## config.mk

```make
export PLATFORM = sky130hd
export DESIGN_NAME = sec_command_logic
export DESIGN_NICKNAME = d
export VERILOG_FILES = /design/src/rtl/sec_pkg.sv /design/src/rtl/sec_mem_if.sv /design/src/rtl/sec_command_logic.sv /design/src/rtl/sec_word_array.sv
export SDC_FILE = /design/constraint.sdc
export NUM_CORES = 1
export LEC_CHECK = 0
export BUFFER_PORTS_ARGS = -buffer_cell sky130_fd_sc_hd__buf_2
export CELL_PAD_IN_SITES_DETAIL_PLACEMENT = 1
export CELL_PAD_IN_SITES_GLOBAL_PLACEMENT = 2
export CORE_MARGIN = 8
export CORE_UTILIZATION = 48
export CTS_BUF_LIST = sky130_fd_sc_hd__clkbuf_16
export DETAILED_ROUTE_END_ITERATION = 10
export PLACE_DENSITY_LB_ADDON = 0.1
export SLEW_MARGIN = 20
export SYNTH_ARGS = -nofsm -noshare
export SYNTH_HDL_FRONTEND = slang
export SYNTH_HIERARCHICAL = 1
export SYNTH_SLANG_ARGS = --single-unit
export TNS_END_PERCENT = 100
```

## constraint.sdc

```tcl
create_clock -name i_clk_sys -period 5 [get_ports i_clk_sys]
set_clock_uncertainty 0.05 [all_clocks]
set_input_delay 0.5 -clock i_clk_sys [delete_from_list [all_inputs] [get_ports i_clk_sys]]
set_output_delay 0.5 -clock i_clk_sys [all_outputs]
set_load 0.1 [all_outputs]
```

## src/rtl/sec_pkg.sv

```systemverilog
package sec_pkg;

    // ---------------------------------------------------------------
    // Array geometry
    // ---------------------------------------------------------------
    localparam int SEC_ADDR_W = 6;
    localparam int SEC_DATA_W = 16;
    localparam int SEC_WORDS = 64;
    localparam int SEC_SR_W = 24;
    localparam logic [SEC_ADDR_W-1:0] SEC_ADDR_TOP = 6'h3f;
    localparam logic [SEC_DATA_W-1:0] SEC_ERASED = 16'hffff;

    // ---------------------------------------------------------------
    // Command encodings
    // ---------------------------------------------------------------
    localparam logic [1:0] SEC_OP_EXT = 2'h0;
    localparam logic [1:0] SEC_OP_WRITE = 2'h1;
    localparam logic [1:0] SEC_OP_READ = 2'h2;
    localparam logic [1:0] SEC_OP_ERASE = 2'h3;
    localparam logic [1:0] SEC_SUB_PROG_DIS = 2'h0;
    localparam logic [1:0] SEC_SUB_PROG_ALL = 2'h1;
    localparam logic [1:0] SEC_SUB_ERASE_ALL = 2'h2;
    localparam logic [1:0] SEC_SUB_PROG_EN = 2'h3;

    // ---------------------------------------------------------------
    // Bit counts after the start bit
    // ---------------------------------------------------------------
    localparam logic [4:0] SEC_CNT_OP = 5'h01;
    localparam logic [4:0] SEC_CNT_SUB = 5'h03;
    localparam logic [4:0] SEC_CNT_MODE = 5'h04;
    localparam logic [4:0] SEC_CNT_ADDR = 5'h08;
    localparam logic [4:0] SEC_CNT_DATA = 5'h18;
    localparam logic [4:0] SEC_CNT_MAX = 5'h1f;
    localparam logic [3:0] SEC_RD_BITS = 4'hf;

    // ---------------------------------------------------------------
    // Timing and reset values
    // ---------------------------------------------------------------
    localparam int SEC_CLK_KHZ = 10000;
    localparam int SEC_PROG_TYP_US = 4000;
    localparam int SEC_PROG_MAX_US = 8000;
    localparam int SEC_PROG_CYCLES = (SEC_PROG_TYP_US * SEC_CLK_KHZ) / 1000;
    localparam int SEC_TMR_W = 24;
    localparam logic SEC_EN_RST = 1'b0;

    typedef enum logic [2:0] {
        ST_IDLE,
        ST_HUNT,
        ST_CMD,
        ST_READ,
        ST_BUSY
    } sec_state_type;

endpackage

```

## src/rtl/sec_mem_if.sv

```systemverilog
`timescale 1ns/1ps
interface sec_mem_if;
    import sec_pkg::*;
    logic [SEC_ADDR_W-1:0] addr;
    logic [SEC_DATA_W-1:0] wdata;
    logic [SEC_DATA_W-1:0] rdata;
    logic we;
    modport ctrl (output addr, output wdata, output we, input rdata);
    modport store (input addr, input wdata, input we, output rdata);
endinterface

```

## src/rtl/sec_command_logic.sv

```systemverilog
`timescale 1ns/1ps
// Behaviour
// - Continued clocks read following words
// - Read address wraps top to zero
// - Programming starts on select low, exact count
// - Clock and data ignored while programming
// - Program and erase only when enabled
// - Programming lasts typ 4 ms, max 8 ms
// - Select high during and after programming shows busy low, ready high
// - Start bit during ready floats output, latches
// - Word program writes data, no erase needed
// - Word erase sets word to ones
// - Program all writes data everywhere
// - Erase all sets every bit to one
// - Enable and disable commands set mode
// - Mode changes on select low
// - Low supply cancels writes, forces disable
// - Wrong clock count cancels write commands
// - Command starts at first high data bit
// - Select low means standby once any programming ends
// - Read dummy low bit then sixteen bits
module sec_command_logic
    import sec_pkg::*;
#(
    parameter int P_PROG_CYCLES = SEC_PROG_CYCLES
)
(
    // Clock and reset
    input wire logic i_clk_sys,
    input wire logic i_rst_b,
    input wire logic i_clk_en,
    // Serial link
    input wire logic i_chip_select,
    input wire logic i_serial_clock_in,
    input wire logic i_serial_data_in,
    output logic o_data_out,
    output logic o_data_out_oe,
    // Supply monitor
    input wire logic i_low_supply
);

    // ---------------------------------------------------------------
    // State
    // ---------------------------------------------------------------
    typedef struct packed {
        sec_state_type st;
        logic sk_prev;
        logic cs_prev;
        logic [4:0] cnt;
        logic [SEC_SR_W-1:0] sr;
        logic [1:0] op;
        logic [1:0] sub;
        logic [SEC_ADDR_W-1:0] addr;
        logic [SEC_DATA_W-1:0] sh;
        logic [3:0] rcnt;
        logic load;
        logic dummy;
        logic en;
        logic verify;
        logic all;
        logic [SEC_DATA_W-1:0] wdata;
        logic [SEC_ADDR_W:0] idx;
        logic [SEC_TMR_W-1:0] tmr;
        logic dout;
        logic oe;
    } sec_regs_type;

    localparam sec_regs_type REGS_RST = '{st: ST_IDLE, en: SEC_EN_RST, default: '0};
    localparam logic [SEC_TMR_W-1:0] TMR_LAST = SEC_TMR_W'(P_PROG_CYCLES - 1);

    sec_regs_type q;
    sec_regs_type d;
    logic sk_rise;
    logic cs_fall;
    logic go;

    sec_mem_if mem_if ();

    // ---------------------------------------------------------------
    // Word array
    // ---------------------------------------------------------------
    sec_word_array u_array (
        .i_clk_sys (i_clk_sys),
        .mem       (mem_if.store)
    );

    // Whole-array commands step the index, one word per cycle
    assign mem_if.addr = (q.st == ST_BUSY && q.all) ? q.idx[SEC_ADDR_W-1:0] : q.addr;
    assign mem_if.wdata = q.wdata;
    assign mem_if.we = i_clk_en && q.st == ST_BUSY &&
                       (q.all ? !q.idx[SEC_ADDR_W] : q.tmr == '0);

    assign sk_rise = i_serial_clock_in && !q.sk_prev;
    assign cs_fall = q.cs_prev && !i_chip_select;

    // ---------------------------------------------------------------
    // Next state
    // ---------------------------------------------------------------
    always_comb begin
        d = q;
        go = 1'b0;
        d.sk_prev = i_serial_clock_in;
        d.cs_prev = i_chip_select;
        unique case (q.st)
            ST_IDLE: begin
                if (i_chip_select) begin
                    d.st = ST_HUNT;
                end
            end
            ST_HUNT: begin
                if (!i_chip_select) begin
                    d.st = ST_IDLE;
                end else if (sk_rise && i_serial_data_in) begin
                    d.st = ST_CMD;
                    d.cnt = '0;
                    d.sr = '0;
                    d.verify = 1'b0;
                end
            end
            ST_CMD: begin
                if (!i_chip_select) begin
                    d.st = ST_IDLE;
                    unique case (q.op)
                        SEC_OP_WRITE: begin
                            go = q.cnt == SEC_CNT_DATA;
                            d.all = 1'b0;
                            d.addr = q.sr[SEC_DATA_W +: SEC_ADDR_W];
                            d.wdata = q.sr[SEC_DATA_W-1:0];
                        end
                        SEC_OP_ERASE: begin
                            go = q.cnt == SEC_CNT_ADDR;
                            d.all = 1'b0;
                            d.addr = q.sr[SEC_ADDR_W-1:0];
                            d.wdata = SEC_ERASED;
                        end
                        SEC_OP_EXT: begin
                            d.all = 1'b1;
                            if (q.sub == SEC_SUB_PROG_ALL) begin
                                go = q.cnt == SEC_CNT_DATA;
                                d.wdata = q.sr[SEC_DATA_W-1:0];
                            end else if (q.sub == SEC_SUB_ERASE_ALL) begin
                                go = q.cnt == SEC_CNT_ADDR;
                                d.wdata = SEC_ERASED;
                            end else if (q.cnt >= SEC_CNT_MODE && q.cnt <= SEC_CNT_ADDR) begin
                                d.en = q.sub == SEC_SUB_PROG_EN;
                            end
                        end
                        SEC_OP_READ: begin
                            go = 1'b0;
                        end
                    endcase
                    if (go && q.en) begin
                        d.st = ST_BUSY;
                        d.tmr = '0;
                        d.idx = '0;
                        d.verify = 1'b1;
                    end
                end else if (sk_rise) begin
                    d.sr = {q.sr[SEC_SR_W-2:0], i_serial_data_in};
                    d.cnt = (q.cnt == SEC_CNT_MAX) ? q.cnt : q.cnt + 5'h01;
                    if (q.cnt == SEC_CNT_OP) begin
                        d.op = {q.sr[0], i_serial_data_in};
                    end
                    if (q.cnt == SEC_CNT_SUB) begin
                        d.sub = {q.sr[0], i_serial_data_in};
                    end
                    if (q.cnt == SEC_CNT_ADDR - 5'h01 && q.op == SEC_OP_READ) begin
                        d.st = ST_READ;
                        d.addr = {q.sr[SEC_ADDR_W-2:0], i_serial_data_in};
                        d.load = 1'b1;
                        d.dummy = 1'b1;
                    end
                end
            end
            ST_READ: begin
                if (!i_chip_select) begin
                    d.st = ST_IDLE;
                end else if (q.load) begin
                    d.load = 1'b0;
                    d.sh = mem_if.rdata;
                    d.addr = q.addr + 6'h01;
                end else if (sk_rise) begin
                    d.dout = q.sh[SEC_DATA_W-1];
                    d.sh = {q.sh[SEC_DATA_W-2:0], 1'b0};
                    d.dummy = 1'b0;
                    if (q.dummy) begin
                        d.rcnt = SEC_RD_BITS;
                    end else if (q.rcnt != '0) begin
                        d.rcnt = q.rcnt - 4'h1;
                    end else begin
                        d.dout = mem_if.rdata[SEC_DATA_W-1];
                        d.sh = {mem_if.rdata[SEC_DATA_W-2:0], 1'b0};
                        d.rcnt = SEC_RD_BITS;
                        d.addr = q.addr + 6'h01;
                    end
                end
            end
            ST_BUSY: begin
                // Serial clock and data are not looked at here; select only decides the next state on the last count
                d.tmr = q.tmr + 24'h000001;
                if (q.all && !q.idx[SEC_ADDR_W]) begin
                    d.idx = q.idx + 7'h01;
                end
                if (q.tmr == TMR_LAST) begin
                    d.st = i_chip_select ? ST_HUNT : ST_IDLE;
                end
            end
            default: begin
                d.st = ST_IDLE;
            end
        endcase

        // Supply monitor clears the mode and cancels commands and writes; reads go on
        if (i_low_supply) begin
            d.en = 1'b0;
            d.verify = 1'b0;
            if (q.st == ST_BUSY || q.st == ST_CMD) begin
                d.st = ST_IDLE;
            end
        end

        // Output pin
        d.oe = 1'b0;
        if (i_chip_select) begin
            unique case (d.st)
                ST_BUSY: begin
                    d.oe = 1'b1;
                    d.dout = 1'b0;
                end
                ST_HUNT: begin
                    d.oe = d.verify;
                    d.dout = 1'b1;
                end
                ST_READ: begin
                    d.oe = 1'b1;
                    if (q.st != ST_READ) begin
                        d.dout = 1'b0;
                    end
                end
                ST_IDLE, ST_CMD: begin
                    d.oe = 1'b0;
                end
                default: begin
                    d.oe = 1'b0;
                end
            endcase
        end
    end

    // ---------------------------------------------------------------
    // Registers
    // ---------------------------------------------------------------
    always_ff @(posedge i_clk_sys or negedge i_rst_b) begin
        if (!i_rst_b) begin
            q <= REGS_RST;
        end else if (i_clk_en) begin
            q <= d;
        end
    end

    assign o_data_out = q.dout;
    assign o_data_out_oe = q.oe;
endmodule

```

## src/rtl/sec_word_array.sv

```systemverilog
`timescale 1ns/1ps
module sec_word_array
    import sec_pkg::*;
(
    // Clock
    input wire logic i_clk_sys,
    // Port
    sec_mem_if.store mem
);
    logic [SEC_DATA_W-1:0] words [SEC_WORDS];

    always_ff @(posedge i_clk_sys) begin
        if (mem.we) begin
            words[mem.addr] <= mem.wdata;
        end
    end

    assign mem.rdata = words[mem.addr];
endmodule

```

==> flow_metrics.py, run 1 <==
metrics = {
    "run_status": {
        "status": "finished clean",
    },
    "global_route": {
        "grt_pass1_wl_mm": 213,
        "antenna_found_initial": 5,
        "overflow": 0,
        "grt_max_degree": 66,
        "grt_pass1_vias": 29272,
        "met3_usage": 0.0528,
        "grt_use_met2": 0.425,
        "grtUsageTotal": 0.269,
        "met1_usage": 0.378,
        "top_usage_layer": "met2",
    },
    "place": {
        "pre_cts_ws_ns": 0.0645,
        "port_buffers": 8,
        "gp_congestion": 0.919,
        "dp.final_hpwl_mm": 91.2,
    },
    "min_path": {
        "hold_path.class": "in2reg",
    },
    "floorplan": {
        "die_y_um": 327,
        "initial_core_util": 0.483,
        "dieWidth_um": 327,
        "dieArea_um2": 107000,
        "coreArea_um2": 96400,
        "rows": 114,
        "ios": 9,
    },
    "synth": {
        "synthCells": 2931,
        "async_flop_share": 0.101,
        "syn_area_um2": 46600,
        "synth_nets": 2955,
        "synth_cell_type_count": 85,
        "avgSynthCellArea_um2": 15.9,
        "ys_ff_latch": 1139,
        "synth-edff-count": 1024,
        "seq_area_frac_synth": 0.722,
        "synth_top_flop_cell": "edfxtp_1",
        "ys_warn_count": 6,
    },
    "setup_path": {
        "startpoint_type": "register",
        "r2r_end": "o_data_out",
        "cp.required_ns": 5.51,
        "reg2reg_slack_ns": 0.23,
        "startpoint": "q[115]",
        "r2r_cells": 13,
        "cp.arrival_ns": 5.29,
        "r2r-start": "q[115]",
        "worstPathMaxFanout": 43,
        "crit_type": "reg2reg",
        "end_kind": "register",
        "endpoint": "o_data_out",
    },
    "job": {
        "maxCapViolCount": 0,
    },
    "cells_and_area": {
        "areaGrowthSynthToFinish_pct": 13.4,
        "nNetsFinal": 3068,
        "fillers": 8938,
        "multiInputGateArea_um2": 11900,
        "layout-drive-gt1-share": 0.196,
        "final_util": 0.548,
        "mostFrequentLayoutCells": "edfxtp_1, buf_4, nand2_1",
        "regArea_um2": 33600,
        "layout_commonest_cell": "edfxtp_1",
    },
    "timing": {
        "setup_slack_ns": 0.227,
        "fin_crit_sh": 0.955,
        "period_needed_ns": 4.77,
        "rsz0062_at_grt": "false",
        "drv_slew": 0,
        "setup_viol_count_final": 0,
        "finalSetupTns_ns": 0,
        "finalHoldViolations": 0,
        "relSlewSlack": 0.244,
        "fmax_mhz": 209,
        "worstMarginPinSlew_ns": 1.13,
    },
    "detailed_routing": {
        "num_vias": 29009,
        "route.detailed.drc": 0,
        "drtPass1Iterations": 5,
        "drt-initial-drc-count": 3709,
        "vias_per_cell": 6.57,
        "ant_nets": 0,
        "wl_mm": 147,
        "wl_per_cell_um": 33.2,
    },
    "pwr": {
        "leakagePower_nw": 17.9,
        "pwr_density_cell_nw_per_um2": 412,
        "ir_worst_vdd_mv": 0.347,
        "power_w": 0.0217,
    },
    "clock_network": {
        "cts_tree": "built",
        "clockBufferDepth": 3,
        "path_clk_slew_ns": 0.06,
        "cts-htree-levels": 3,
        "clkSinkCount": 1139,
        "cts_made_buffers": 116,
        "clkLatencyLatePin_ns": 0.70,
        "clockRootBuffer": "clkbuf_16",
    },
}
what timing repair did:
item	4_1_cts	5_1_grt
hold endpoints to repair	33	0
setup buffers	0	3
hold buffers	2	0
gates resized for setup	0	4
setup endpoints to repair	0	4
worst max-delay path, stage by stage (launching register included):
cell and delay (ns):
dfrtp_1 0.40, nor3b_2 0.21, and2_1 0.41, mux2_8 0.48, buf_4 0.45, nand3b_1 0.18, a211oi_1 0.09, or4_1 0.49
a2111oi_1 0.70, nand4_1 0.44, mux2i_1 0.31, nand3_1 0.11, a31oi_1 0.19, o31ai_1 0.08
cell families (layout without fill, tap and decap cells):
group	count (synthesis)	count (layout)	synth area share
flip-flops	1139	1139	0.722
AO/OA/AOI/OAI	707	707	0.112
AND/OR/NAND/NOR	587	587	0.0696
other	0	1	0
XOR/XNOR	18	18	0.00339
adder cells (fa/ha/maj)	17	17	0.00457
buffers and inverters	250	459	0.0253
multiplexers	213	213	0.0632
through the flow:
| step | area [um2] | hold WS, ns | std cells |
|---|---|---|---|
| floorplan | 46600 | 0.154 | 2931 |
| global placement | 49000 | 0.414 | 4197 |
| detailed placement | 49000 | 0.424 | 4197 |
| CTS | 52800 | 0.0000398 | 4413 |
| global route | 52800 | 0.0444 | 4416 |
| finish | 52800 | 0.0610 | 4417 |
worst min-delay path by stage:
| stage | start | end | slack [ns] | cells after the start |
|---|---|---|---|---|
| after floorplan | i_rst_b | mem_if.wdata[0] | 0.15 | 0 |
| after CTS | i_low_supply | q[50] | 0.00004 | 2 |
| after detailed placement | q[72] | q[72] | 0.42 | 2 |
| after global placement | q[72] | q[72] | 0.41 | 2 |
| after global routing | i_low_supply | q[51] | 0.04 | 2 |
| final | i_low_supply | q[50] | 0.06 | 2 |
sequential cells by signal, indices dropped and copies added (netlist names):
name	flops
q	97
mem_if.wdata	16
o_data_out_oe	1
u_array/words	1024
o_data_out	1
cell usage after synthesis, types with 58 or more instances:
cell type	n	area share
edfxtp_1	1024	0.66
a22oi_1	119	0.019
clkbuf_1	94	0.0076
mux2_2	88	0.021
a21oi_1	97	0.010
nand3_1	60	0.0064
a221oi_1	81	0.015
nor2_1	126	0.010
nand2_1	137	0.011
buf_2	77	0.0083
mux2i_1	58	0.012
dfrtp_1	115	0.062
o21ai_0	89	0.0096
final cells by class:
type,count,share of cell area
antenna,1,0.0000474
clock buffer,118,0.0559
clock inverter,96,0.0159
inverter,31,0.00225
multi-input combinational,1542,0.225
sequential,1139,0.637
tap,1276,0.0302
timing repair buffer,214,0.0335
per-layer routing:
metal  vias to the layer above  share of wire
met5                         -       0.000068
met3                       260          0.086
li1                      12097              -
met1                     15300           0.42
met4                         2          0.032
met2                      1350           0.47
where the power goes:
part           leakage, nW  switching, W  internal, W
Clock                 1.92       0.00364      0.00503
Combinational         4.54       0.00168     0.000781
Sequential            11.4      0.000131       0.0105
(Power assumes the default switching activity.)
==> inputs of run 2 (changes only) <==
- CELL_PAD_IN_SITES_GLOBAL_PLACEMENT: 2 -> 1
- CORE_UTILIZATION: 48 -> 55
==> run 2 against run 1 <==
Critical path depth fell by 1. Flip-flop and latch count is the same. Worst setup slack got worse by 0.082 ns. Final cell count shrank 3.2%. Cell area shrank 0.41%. Largest power group unchanged.
==> flow_metrics.py, run 2 (synthesized netlist as in run 1, its figures left out) <==
metrics = {
    "detailed_routing": {
        "ant_nets": 0,
        "wl_per_cell_um": 34.9,
        "wl_mm": 149,
        "vias_per_cell": 6.96,
        "route.detailed.drc": 0,
        "drtPass1Iterations": 8,
        "num_vias": 29757,
        "drt-initial-drc-count": 4081,
    },
    "pwr": {
        "leakagePower_nw": 17.9,
        "power_w": 0.0216,
        "switchingPower_w": 0.00556,
        "pwr-share-clk": 0.393,
        "power_frac_seq": 0.491,
        "ir_worst_vdd_mv": 0.430,
        "combPwrFrac": 0.116,
        "pwr_density_cell_nw_per_um2": 411,
        "swShare": 0.257,
        "internal-power_w": 0.0160,
    },
    "timing": {
        "relSlewSlack": 0.272,
        "finalHoldViolations": 0,
        "drv_slew": 0,
        "fmax_mhz": 206,
        "rsz0062_at_grt": "false",
        "setup_viol_count_final": 0,
        "holdWs_ns": 0.0657,
        "worstMarginPinSlew_ns": 1.09,
        "fin_crit_sh": 0.971,
        "period_needed_ns": 4.86,
    },
    "min_path": {
        "hold_path.class": "in2reg",
    },
    "cells_and_area": {
        "mostFrequentLayoutCells": "edfxtp_1, buf_4, nand2_1",
        "largest-register": "u_array/words",
        "layout_commonest_cell": "edfxtp_1",
        "fin_cells": 4277,
        "final_cell_area_um2": 52600,
        "nNetsFinal": 3066,
        "areaGrowthSynthToFinish_pct": 12.9,
        "largest_reg_flops": 1024,
        "layout-drive-gt1-share": 0.196,
        "final_util": 0.629,
        "fillers": 7374,
    },
    "floorplan": {
        "rows": 106,
        "initial_core_util": 0.556,
        "coreArea_um2": 83700,
        "ios": 9,
        "die_y_um": 307,
        "dieArea_um2": 94200,
        "dieWidth_um": 307,
    },
    "clock_network": {
        "path_clk_slew_ns": 0.06,
        "clockRootBuffer": "clkbuf_16",
        "clockBufferDepth": 3,
        "cts_tree": "built",
        "cts-htree-levels": 3,
        "clkSinkCount": 1139,
        "postCtsSetupRepairBufs": 0,
        "clkLatencyLatePin_ns": 0.69,
        "cts_made_buffers": 113,
    },
    "setup_path": {
        "startpoint_type": "register",
        "cp.required_ns": 5.50,
        "end_kind": "register",
        "reg2reg_slack_ns": 0.14,
        "worstPathMaxFanout": 13,
        "crit_path_max_incr_delay_ns": 0.84,
        "cp_cell_sequence": "nor3b_2, and2_4, mux2_4, nand4b_1, a21oi_1, or4_1, a2111oi_0, nand4_1, mux2i_1, nand3_1, a31oi_1, o31ai_1",
        "crit_type": "reg2reg",
        "crit_slowest_cell": "a2111oi_0",
        "cp.arrival_ns": 5.36,
    },
    "place": {
        "port_buffers": 8,
        "dp.cells": 4057,
        "placed_area_um2": 48800,
        "gp_congestion": 0.908,
        "dp.final_hpwl_mm": 89.9,
    },
    "job": {
        "maxCapViolCount": 0,
    },
    "global_route": {
        "grt_pass1_vias": 30297,
        "grt_pass1_wl_mm": 214,
        "grtUsageTotal": 0.309,
        "grt_max_degree": 91,
        "overflow": 0,
        "antenna_found_initial": 10,
    },
    "run_status": {
        "status": "finished clean",
    },
}
## run 2: layout make-up
cell class | instances | area, um2 | area share
Antenna cell | 3 | 7.51 | 0.000143
Clock buffer | 115 | 2880 | 0.0547
Clock inverter | 98 | 808 | 0.0154
Inverter | 31 | 116 | 0.00221
Multi-Input combinational cell | 1544 | 11900 | 0.227
Sequential cell | 1139 | 33600 | 0.640
Tap cell | 1134 | 1420 | 0.0270
Timing Repair Buffer | 213 | 1770 | 0.0337
## run 2: worst paths after layout
path	start	endpoint	cells past startpoint
worst max-delay path	q[117]	o_data_out	12
worst min-delay path	i_low_supply	q[51]	2
worst max register to register	q[117]	o_data_out	12
worst min register to register	q[32]	q[32]	1
max in group asynchronous	i_rst_b	mem_if.wdata[7]	3
min in group asynchronous	i_rst_b	q[2]	2
## run 2: worst max-delay path: cells and delay by family (launching register included)
kind / cells / cell delay, ns
mux: 2 / 0.81
simple gates: 6 / 1.98
compound gates: 4 / 1.35
flops: 1 / 0.50
## run 2: metrics by stage
step / TNS, ns / setup WS (ns)
after floorplan: 0 / 0.830
after global placement: -0.458 / -0.183
after detailed placement: -1.14 / -0.295
after CTS: 0 / 0.0339
after global routing: 0 / 0.0920
final: 0 / 0.145
## run 2: what timing repair did
| item | CTS | global route |
|---|---|---|
| hold endpoints to repair | 67 | 0 |
| pin swaps | 0 | 0 |
| gates cloned | 2 | 1 |
| endpoints found under the setup margin | 8 | 5 |
| gates resized for setup | 10 | 6 |
| hold buffers | 1 | 0 |
## run 2: power groups by stage
stage                     sequential, W  combinational (W)  clock [W]
after detailed placement         0.0108            0.00243          0
after global routing             0.0106            0.00258    0.00887
after CTS                        0.0106            0.00244    0.00858
final                            0.0106            0.00251    0.00850
after floorplan                  0.0108            0.00133          0
after global placement           0.0108            0.00233          0
## run 2: per-layer routing
layer  GRT usage  part of all wire
met1       0.416              0.38
met2       0.488              0.47
met3      0.0599              0.10
met4       0.146             0.052
met5           0           0.00027
